File: src/rtl/ule_pkg.sv
/*
 * ule_pkg: shared constants and types of the link error detector.
 * assumes one decoded symbol per clock (data byte plus K flag).
 */
package ule_pkg;
    // framing symbol codes (byte value of the K-symbol)
    localparam logic [7:0] K_SHP = 8'hfb;
    localparam logic [7:0] K_SLC = 8'h5c;
    localparam logic [7:0] K_EPF = 8'hf7;
    localparam int FRAME_LEN = 4;
    localparam int FRAME_MIN_GOOD = 3;
    // header packet: 12 header bytes, crc-16 (2), link control word (2)
    localparam logic [3:0] HDR_BYTES = 4'hc;
    localparam logic [3:0] HP_LAST = 4'hf;
    // link command: word then repeat, two symbols each
    localparam logic [3:0] LC_WORD_LEN = 4'h2;
    localparam logic [3:0] LC_LAST = 4'h3;
    localparam logic [15:0] CRC16_POLY = 16'h100b;
    localparam logic [15:0] CRC16_INIT = 16'hffff;
    localparam logic [4:0] CRC5_POLY = 5'h05;
    localparam logic [4:0] CRC5_INIT = 5'h1f;
    localparam logic [1:0] HP_FAIL_LIMIT = 2'h3;
    localparam int CNT_W = 16;
    // link command types
    localparam logic [3:0] LC_LGOOD = 4'h0;
    localparam logic [3:0] LC_LCRD = 4'h1;
    localparam logic [3:0] LC_LRTY = 4'h2;
    localparam logic [3:0] LC_LBAD = 4'h3;
    localparam logic [3:0] LC_LGO_U1 = 4'h4;
    localparam logic [3:0] LC_LGO_U2 = 4'h5;
    localparam logic [3:0] LC_LGO_U3 = 4'h6;
    localparam logic [3:0] LC_LAU = 4'h7;
    localparam logic [3:0] LC_LXU = 4'h8;
    localparam logic [3:0] LC_LPMA = 4'h9;
    localparam logic [3:0] LC_LUP = 4'ha;
    localparam logic [3:0] LC_TYPE_MAX = LC_LUP;

    typedef struct packed {
        logic       valid;
        logic       k;
        logic [7:0] d;
    } ule_sym_s;

    // link control word; arg holds HSN, LGOOD_n or LCRD_x letter
    typedef struct packed {
        logic [4:0] crc;
        logic [3:0] ctype;
        logic [3:0] rsvd;
        logic [2:0] arg;
    } ule_lcw_s;

    typedef struct packed {
        logic pending_hp;
        logic credit_hp;
        logic pm_lc;
        logic lup;
        logic hsn;
        logic hp_fail;
        logic lgood_seq;
        logic lcrd_seq;
    } ule_cause_s;

    typedef enum logic [1:0] {ST_IDLE, ST_HDR, ST_LCMD} ule_state_e;
endpackage

File: src/rtl/ule_crc5_chk.sv
/*
 * ule_crc5_chk: checks the 5-bit CRC of a link control word.
 * assumes crc covers the low 11 bits, msb first, result inverted.
 */
`timescale 1ns/100ps
module ule_crc5_chk (
    // word under test
    input wire ule_pkg::ule_lcw_s word_i,
    // result
    output logic ok_o
);
    import ule_pkg::*;

    always_comb begin
        logic [4:0] c;
        logic [10:0] d;
        logic fb;
        c = CRC5_INIT;
        d = {word_i.ctype, word_i.rsvd, word_i.arg};
        fb = 1'b0;
        for (int i = 10; i >= 0; i--) begin
            fb = c[4] ^ d[i];
            c = {c[3:0], 1'b0} ^ (fb ? CRC5_POLY : 5'h00);
        end
        ok_o = (~c == word_i.crc);
    end
endmodule // ule_crc5_chk

File: src/rtl/ule_frame_det.sv
/*
 * ule_frame_det: spots a four-symbol framing ordered set, one symbol
 * may be corrupt. assumes sym_i is the current symbol; hit_o is combinational.
 */
`timescale 1ns/100ps
module ule_frame_det #(
    parameter logic [7:0] K_CODE = ule_pkg::K_SHP
) (
    // clock and reset
    input wire logic clk_sys_i,
    input wire logic rst_i,
    // symbol stream
    input wire ule_pkg::ule_sym_s sym_i,
    // detection
    output logic hit_o
);
    import ule_pkg::*;

    ule_sym_s win_reg [FRAME_LEN-1];
    logic [FRAME_LEN-1:0] good;

    always_ff @(posedge clk_sys_i) begin
        if (rst_i) begin
            for (int i = 0; i < FRAME_LEN-1; i++) win_reg[i] <= '0;
        end else if (sym_i.valid) begin
            for (int i = 0; i < FRAME_LEN-2; i++) win_reg[i] <= win_reg[i+1];
            win_reg[FRAME_LEN-2] <= sym_i;
        end
    end

    // last position must be EPF, the others the framing K
    for (genvar g = 0; g < FRAME_LEN; g++) begin : g_pos
        if (g == FRAME_LEN-1) begin : g_last
            assign good[g] = sym_i.k && (sym_i.d == K_EPF);
        end else begin : g_head
            assign good[g] = win_reg[g].valid && win_reg[g].k && (win_reg[g].d == K_CODE);
        end
    end

    assign hit_o = sym_i.valid && ($countones(good) >= FRAME_MIN_GOOD);
endmodule // ule_frame_det

File: src/rtl/ule_link_err.sv
/*
 * ule_link_err: link-layer error detection and recovery decision.
 * assumes one decoded symbol per clock and that neighbouring link
 * logic runs the link timers and reports their expiry as pulses.
 */
// Contract
// header start seen when three of four symbols are good framing K
// framing order is three K then EPF, one corrupt position allowed
// pending header timer expiry sends the port to Recovery
// rx sequence mismatch of a receiver sends it to Recovery first
// each error Recovery raises the link error count by one
// header error on CRC failure or K-symbol inside header or word
// control word checked with CRC-5, header with CRC-16
// header error answers with LBAD, count unchanged
// three consecutive header failures force Recovery and count one
// rx sequence number cleared on every U0 entry
// good header with wrong sequence number forces Recovery
// link command is LCSTART, command word, identical repeat
// link command seen on three of four SLC SLC SLC EPF symbols
// accept when both words equal, defined and CRC-5 clean
// accept differing words when exactly one is defined and clean
// other detected link commands are dropped silently
// LGOOD_n out of order or pending timer expiry forces Recovery
// LCRD_x out of order or credit timer expiry forces Recovery
// PM command timer expiry before LAU or LXU forces Recovery
// downstream port with missing LUP enters Recovery
// missing LPMA never forces Recovery
// errors without Recovery leave the count alone
// only a downstream port keeps the count
// count clears on resets and on Polling.Idle entry
`timescale 1ns/100ps
module ule_link_err (
    // clock and reset
    input wire logic clk_sys_i,
    input wire logic rst_i,
    // received symbols
    input wire ule_pkg::ule_sym_s sym_i,
    // link state and role
    input wire logic u0_entry_i,
    input wire logic is_dsp_i,
    input wire logic hot_reset_i,
    input wire logic warm_reset_i,
    input wire logic polling_idle_i,
    // timers and events of neighbouring link logic
    input wire logic pending_hp_expired_i,
    input wire logic credit_hp_expired_i,
    input wire logic pm_lc_expired_i,
    input wire logic lgo_sent_i,
    input wire logic lup_missing_i,
    // header results
    output logic lbad_o,
    output logic hp_good_o,
    output logic [2:0] rx_hsn_o,
    // link command results
    output logic lcmd_valid_o,
    output ule_pkg::ule_lcw_s lcmd_o,
    // recovery and count
    output logic recovery_o,
    output ule_pkg::ule_cause_s cause_o,
    output logic [ule_pkg::CNT_W-1:0] link_err_cnt_o
);
    import ule_pkg::*;

    ule_state_e state_reg;
    logic [3:0] idx_reg;
    logic [15:0] crc_reg;
    logic [7:0] hist_reg [3];
    logic k_seen_reg, k_hi_reg;
    logic [2:0] rx_hsn_reg;
    logic [1:0] fail_cnt_reg;
    logic armed_reg, pm_wait_reg;
    logic lg_have_reg, lc_have_reg;
    logic [2:0] lg_last_reg;
    logic [1:0] lc_last_reg;
    logic [CNT_W-1:0] cnt_reg;
    logic hp_hit, lc_hit, crc5_a_ok, crc5_b_ok;
    ule_lcw_s word_a, word_b, acc_word;
    logic hp_eval, lc_eval, hp_bad, hsn_bad, ok_a, ok_b, accept;
    logic fire, cnt_clr;
    ule_cause_s cause_next;

    function automatic logic [15:0] crc16_byte(input logic [15:0] c_in, input logic [7:0] b);
        logic [15:0] c;
        logic fb;
        c = c_in;
        fb = 1'b0;
        for (int i = 0; i < 8; i++) begin
            fb = c[15] ^ b[i];
            c = {c[14:0], 1'b0} ^ (fb ? CRC16_POLY : 16'h0000);
        end
        return c;
    endfunction

    function automatic logic lc_defined(input ule_lcw_s w);
        return (w.ctype <= LC_TYPE_MAX) && (w.rsvd == 4'h0);
    endfunction

    ule_frame_det #(.K_CODE(K_SHP)) u_hp_frame (
        .clk_sys_i(clk_sys_i),
        .rst_i(rst_i),
        .sym_i(sym_i),
        .hit_o(hp_hit)
    );
    ule_frame_det #(.K_CODE(K_SLC)) u_lc_frame (
        .clk_sys_i(clk_sys_i),
        .rst_i(rst_i),
        .sym_i(sym_i),
        .hit_o(lc_hit)
    );

    // both packet kinds end with a two-symbol word after a two-symbol field
    assign word_a = {hist_reg[1], hist_reg[2]};
    assign word_b = {sym_i.d, hist_reg[0]};

    ule_crc5_chk u_crc5_a (
        .word_i(word_a),
        .ok_o(crc5_a_ok)
    );
    ule_crc5_chk u_crc5_b (
        .word_i(word_b),
        .ok_o(crc5_b_ok)
    );

    assign hp_eval = sym_i.valid && (state_reg == ST_HDR) && (idx_reg == HP_LAST);
    assign lc_eval = sym_i.valid && (state_reg == ST_LCMD) && (idx_reg == LC_LAST);
    // word_a here carries the received crc-16
    assign hp_bad = k_seen_reg || sym_i.k || (~crc_reg != 16'(word_a)) || !crc5_b_ok;
    assign hsn_bad = !hp_bad && (word_b.arg != rx_hsn_reg);
    assign ok_a = !k_seen_reg && crc5_a_ok && lc_defined(word_a);
    assign ok_b = !k_hi_reg && !sym_i.k && crc5_b_ok && lc_defined(word_b);
    assign accept = (word_a == word_b) ? (ok_a && ok_b) : (ok_a ^ ok_b);
    assign acc_word = ok_a ? word_a : word_b;

    always_comb begin
        cause_next = '0;
        cause_next.pending_hp = pending_hp_expired_i;
        cause_next.credit_hp = credit_hp_expired_i;
        cause_next.pm_lc = pm_lc_expired_i && pm_wait_reg;
        cause_next.lup = lup_missing_i && is_dsp_i;
        cause_next.hsn = hp_eval && hsn_bad;
        cause_next.hp_fail = hp_eval && hp_bad && (fail_cnt_reg == HP_FAIL_LIMIT - 2'h1);
        cause_next.lgood_seq = lc_eval && accept && (acc_word.ctype == LC_LGOOD) && lg_have_reg
            && (acc_word.arg != lg_last_reg + 3'h1);
        cause_next.lcrd_seq = lc_eval && accept && (acc_word.ctype == LC_LCRD) && lc_have_reg
            && (acc_word.arg[1:0] != lc_last_reg + 2'h1);
    end

    // one Recovery per stay in U0; LPMA loss has no cause at all
    assign fire = armed_reg && (cause_next != '0);
    assign cnt_clr = hot_reset_i || warm_reset_i || polling_idle_i;

    always_ff @(posedge clk_sys_i) begin
        if (rst_i) begin
            state_reg <= ST_IDLE;
            idx_reg <= 4'h0;
        end else if (u0_entry_i) begin
            state_reg <= ST_IDLE;
            idx_reg <= 4'h0;
        end else if (sym_i.valid) begin
            case (state_reg)
                ST_IDLE: begin
                    idx_reg <= 4'h0;
                    if (hp_hit) begin
                        state_reg <= ST_HDR;
                    end else if (lc_hit) begin
                        state_reg <= ST_LCMD;
                    end
                end
                ST_HDR, ST_LCMD: begin
                    idx_reg <= idx_reg + 4'h1;
                    if (hp_eval || lc_eval) begin
                        state_reg <= ST_IDLE;
                    end
                end
                default: state_reg <= ST_IDLE;
            endcase
        end
    end

    // body capture: running crc-16 and the last three bytes
    always_ff @(posedge clk_sys_i) begin
        if (rst_i) begin
            crc_reg <= CRC16_INIT;
            k_seen_reg <= 1'b0;
            k_hi_reg <= 1'b0;
            for (int i = 0; i < 3; i++) hist_reg[i] <= 8'h00;
        end else if (sym_i.valid) begin
            if (state_reg == ST_IDLE) begin
                crc_reg <= CRC16_INIT;
                k_seen_reg <= 1'b0;
                k_hi_reg <= 1'b0;
            end else begin
                hist_reg[2] <= hist_reg[1];
                hist_reg[1] <= hist_reg[0];
                hist_reg[0] <= sym_i.d;
                if (state_reg == ST_HDR && idx_reg < HDR_BYTES) begin
                    crc_reg <= crc16_byte(crc_reg, sym_i.d);
                end
                if (sym_i.k && (state_reg == ST_HDR || idx_reg < LC_WORD_LEN)) begin
                    k_seen_reg <= 1'b1;
                end
                if (sym_i.k && state_reg == ST_LCMD && idx_reg >= LC_WORD_LEN) begin
                    k_hi_reg <= 1'b1;
                end
            end
        end
    end

    // header sequence and failure tracking
    always_ff @(posedge clk_sys_i) begin
        if (rst_i) begin
            rx_hsn_reg <= 3'h0;
            fail_cnt_reg <= 2'h0;
        end else if (u0_entry_i) begin
            rx_hsn_reg <= 3'h0;
            fail_cnt_reg <= 2'h0;
        end else if (hp_eval) begin
            if (hp_bad) begin
                fail_cnt_reg <= cause_next.hp_fail ? 2'h0 : fail_cnt_reg + 2'h1;
            end else if (!hsn_bad) begin
                rx_hsn_reg <= rx_hsn_reg + 3'h1;
                fail_cnt_reg <= 2'h0;
            end
        end
    end

    // link command ordering and power-management wait
    always_ff @(posedge clk_sys_i) begin
        if (rst_i || u0_entry_i) begin
            lg_have_reg <= 1'b0;
            lc_have_reg <= 1'b0;
            lg_last_reg <= 3'h0;
            lc_last_reg <= 2'h0;
            pm_wait_reg <= 1'b0;
        end else begin
            if (lc_eval && accept && acc_word.ctype == LC_LGOOD) begin
                lg_have_reg <= 1'b1;
                lg_last_reg <= acc_word.arg;
            end
            if (lc_eval && accept && acc_word.ctype == LC_LCRD) begin
                lc_have_reg <= 1'b1;
                lc_last_reg <= acc_word.arg[1:0];
            end
            // a fresh request wins over a same-cycle answer
            if (lgo_sent_i) begin
                pm_wait_reg <= 1'b1;
            end else if (fire || (lc_eval && accept && (acc_word.ctype == LC_LAU || acc_word.ctype == LC_LXU))) begin
                pm_wait_reg <= 1'b0;
            end
        end
    end

    // recovery decision and error count
    always_ff @(posedge clk_sys_i) begin
        if (rst_i) begin
            armed_reg <= 1'b0;
            cnt_reg <= '0;
        end else begin
            if (u0_entry_i) begin
                armed_reg <= 1'b1;
            end else if (fire) begin
                armed_reg <= 1'b0;
            end
            if (cnt_clr) begin
                cnt_reg <= '0;
            end else if (fire && is_dsp_i) begin
                cnt_reg <= cnt_reg + 1'b1;
            end
        end
    end

    always_ff @(posedge clk_sys_i) begin
        if (rst_i) begin
            lbad_o <= 1'b0;
            hp_good_o <= 1'b0;
            lcmd_valid_o <= 1'b0;
            lcmd_o <= '0;
            recovery_o <= 1'b0;
            cause_o <= '0;
        end else begin
            lbad_o <= hp_eval && hp_bad;
            hp_good_o <= hp_eval && !hp_bad && !hsn_bad;
            lcmd_valid_o <= lc_eval && accept;
            if (lc_eval && accept) begin
                lcmd_o <= acc_word;
            end
            recovery_o <= fire;
            cause_o <= fire ? cause_next : '0;
        end
    end

    assign rx_hsn_o = rx_hsn_reg;
    assign link_err_cnt_o = cnt_reg;
endmodule // ule_link_err

File: config.mk
export PLATFORM = sky130hd
export DESIGN_NAME = ule_link_err
export DESIGN_NICKNAME = d
export VERILOG_FILES = /design/src/rtl/ule_pkg.sv /design/src/rtl/ule_crc5_chk.sv /design/src/rtl/ule_frame_det.sv /design/src/rtl/ule_link_err.sv
export SDC_FILE = /design/constraint.sdc
export NUM_CORES = 1
export LEC_CHECK = 0
export BUFFER_PORTS_ARGS = -buffer_cell sky130_fd_sc_hd__buf_2
export CAP_MARGIN = 20
export CORE_UTILIZATION = 35
export CTS_BUF_LIST = sky130_fd_sc_hd__clkbuf_8
export DETAILED_ROUTE_END_ITERATION = 6
export PLACE_DENSITY = 0.6
export SETUP_SLACK_MARGIN = 0.4
export SYNTH_ARGS = -nofsm -noshare
export SYNTH_HDL_FRONTEND = slang
export SYNTH_SLANG_ARGS = --single-unit
File: constraint.sdc
create_clock -name clk_sys_i -period 4.3 [get_ports clk_sys_i]
set_input_delay 0.86 -clock clk_sys_i [delete_from_list [all_inputs] [get_ports clk_sys_i]]
set_output_delay 0.86 -clock clk_sys_i [all_outputs]
set_load 0.01 [all_outputs]
==> impl_metrics.tcl <==
set metrics [dict create \
    grt_antenna_before_repair 0 \
    slew_viol_final 0 \
    ys_seq_area_share_pct 44.7 \
    cts_tree "done" \
    cts.sinks 136 \
    syn_area_sq_um 7300 \
    final_cell_area_sq_um 8820 \
    r2r_slack_ns 0.49 \
    maxCapViolations 0 \
    netlist-cell-type-count 63 \
    fin_ws_ns 0.494 \
    final_core_util_pct 43.3 \
    core_region_area_sq_um 20400 \
    postSynth.asyncResetShare_pct 0 \
    finalSetupViolCount 0 \
    end_kind "flop" \
    dp.final_hpwl_um 12600 \
    fin_crit_ns 3.81 \
    areaGrowthSynthToFinish_pct 20.8 \
    clkTransAtPathRegs_ns 0.08 \
    synth_cells 721 \
    postPlaceCellArea_sq_um 8090 \
    fp.dieH_um 146 \
    routedWlPerCell_um 16.4 \
    cts.htree.levels 4 \
    rsz0062_at_grt "true" \
    start_util_pct 35.9 \
    dieArea_sq_um 21400 \
    rows 52 \
    grt_use_total_pct 17.3 \
    fin_setup_tns_ns 0 \
    synth_seq_cells 136 \
    io_pins 69 \
    antenna_left 0 \
    drt_wl_total_um 18200 \
    largest_reg_flops 29 \
    routabilityCongestion 0.829 \
    clockBufferDepth 2 \
    finalHoldViolations 0 \
    fin_nets 864 \
    p_leak_nw 3.39 \
    slew_headroom_pct 46.1 \
    fp.dieW_um 146 \
    worstMarginPinSlew_ns 0.808 \
    worst-setup-path-type "flop to flop" \
    clock_latency_ns 0.45 \
    nFillCells 1962 \
    powerDensity_nw_per_um2 324 \
    peakVddDrop_mv 0.218 \
    skew_ns 0.00998 \
    root_buffer "clkbuf_8" \
    cp.arrival_ns 4.18 \
    drc 0 \
    dp_slack_ns -0.0749 \
    syn_avg_cell_area_sq_um 10.1 \
    vias_per_cell 5.02 \
    holdCritPathClass "flop to flop" \
    ys.flop_type "dfxtp_1" \
    status "completed" \
    first_iter_violations 316 \
    first_global_vias 5343 \
    dr.pass1.iters 5 \
    grt_max_degree 46 \
    worst_setup_path_start_kind "flop" \
    diodes 0 \
    fmax_mhz 263 \
    cts_buffers 17 \
    portBuffers 68 \
    synth_warnings 0 \
    hold_buffers 0 \
    crit_required_ns 4.68 \
    vias 5563 \
    syn-num-nets 760 \
    synth_enable_flop_cells 54 \
    grt-ovfl-total 0 \
    drive_gt1_share_pct 23.7 \
    grt_pass1_wl_um 28600 \
    cp_max_fo 7 \
    finalCritPeriodShare_pct 88.5 \
]
[Yosys cell counts (13+ instances only)]
library cell	number	area share [%]
nand2_1	32	1.6
and2_1	58	5.0
nor3_1	22	1.5
o21ai_0	14	0.96
nor4_1	13	1.1
edfxtp_1	54	22
dfxtp_1	82	22
nor2_1	60	3.1
a21oi_1	29	2.0
xnor2_1	65	7.8
clkbuf_1	32	1.6
xor2_1	36	4.3
ha_1	15	2.6
nand3_1	24	1.6
nand2b_1	17	1.5
mux2i_1	17	2.3
[per-stage QoR]
stage / hold WS, ns / total power, mW / instances
5_1_grt: 0.496 / 2.96 / 1108
4_1_cts: 0.478 / 2.87 / 1092
2_1_floorplan: 0.437 / 1.61 / 721
6_report: 0.477 / 2.85 / 1108
3_3_place_gp: 0.459 / 1.68 / 1051
3_5_place_dp: 0.463 / 1.69 / 1051
[report_power, final]
part / leakage [nW] / total, mW / switching, mW / internal (mW)
Clock: 0.225 / 1.18 / 0.517 / 0.659
Combinational: 1.92 / 0.287 / 0.153 / 0.134
Sequential: 1.24 / 1.39 / 0.0216 / 1.37
[worst paths after layout]
kind                                               startpoint                         endpoint  cells after the start
worst max register to register  hist_reg[0][20]$_SDFFCE_PN0P_  link_err_cnt_o[15]$_SDFFE_PP0P_                     14
worst min register to register       pm_wait_reg$_SDFFE_PP0P_            cause_o[5]$_SDFF_PP0_                      2
worst max-delay path            hist_reg[0][20]$_SDFFCE_PN0P_  link_err_cnt_o[15]$_SDFFE_PP0P_                     14
worst min-delay path                 pm_wait_reg$_SDFFE_PP0P_            cause_o[5]$_SDFF_PP0_                      2
[cell usage in the layout (no fill, tap or decap), types with 7 or more instances in the layout]
| cell type | netlist | layout |
|---|---|---|
| a211oi_1 | 12 | 12 |
| a21oi_1 | 29 | 28 |
| and2_1 | 58 | 58 |
| and3_1 | 9 | 7 |
| buf_2 | 4 | 68 |
| buf_4 | 0 | 57 |
| clkbuf_8 | 0 | 19 |
| dfxtp_1 | 82 | 82 |
| edfxtp_1 | 54 | 54 |
| ha_1 | 15 | 14 |
| inv_1 | 8 | 9 |
| mux2i_1 | 17 | 15 |
| nand2_1 | 32 | 32 |
| nand2b_1 | 17 | 17 |
| nand3_1 | 24 | 24 |
| nand3b_1 | 7 | 7 |
| nor2_1 | 60 | 59 |
| nor3_1 | 22 | 22 |
| nor4_1 | 13 | 13 |
| o21ai_0 | 14 | 12 |
| o22ai_1 | 12 | 12 |
| or3_1 | 10 | 10 |
| xnor2_1 | 65 | 63 |
| xnor3_1 | 8 | 8 |
| xor2_1 | 36 | 36 |
[kinds of logic (layout without fill, tap and decap cells)]
family                   Yosys count  in the layout  synth area share [%]
AND/OR/NAND/NOR                  285            285                  21.3
flip-flops                       136            136                  44.7
XOR/XNOR                         112            112                  15.4
AO/OA/AOI/OAI                     95             96                  8.60
buffers and inverters             53            169                  3.20
multiplexers                      23             23                  3.65
adder cells (fa/ha/maj)           17             17                  3.12
[layer usage]
| layer | up-vias | wire length [um] | global-route usage, % |
|---|---|---|---|
| li1 | 2741 | - | - |
| met1 | 2667 | 8410 | 23.1 |
| met2 | 130 | 8580 | 27.7 |
| met3 | 25 | 970 | 4.22 |
| met4 | 0 | 250 | 5.00 |
| met5 | - | 0 | 0 |
[critical path: stages (launching register included)]
cell      delay, ns
edfxtp_1       0.49
or4_1          0.57
nor4bb_2       0.37
mux2i_2        0.17
a221oi_4       0.30
buf_6          0.19
ha_2           0.20
mux2i_4        0.08
nor2_4         0.15
nand4_1        0.13
a31oi_2        0.20
and3_4         0.25
a41oi_4        0.06
or4_1          0.44
a21oi_1        0.14
[what timing repair did]
action,in CTS,in global routing
resized for setup,5,16
cloned,0,1
setup endpoints to repair,19,18
pin swaps,1,11
buffers inserted,9,15
[layout make-up]
| class | instances | area [sq um] | share of cell area, % |
|---|---|---|---|
| Clock buffer | 19 | 262 | 2.96 |
| Sequential cell | 136 | 3260 | 37.0 |
| Tap cell | 270 | 338 | 3.83 |
| Multi-Input combinational cell | 533 | 3940 | 44.6 |
| Inverter | 9 | 33.8 | 0.383 |
| Timing Repair Buffer | 128 | 811 | 9.19 |
| Clock inverter | 13 | 176 | 2.00 |
(Power assumes the default switching activity.)
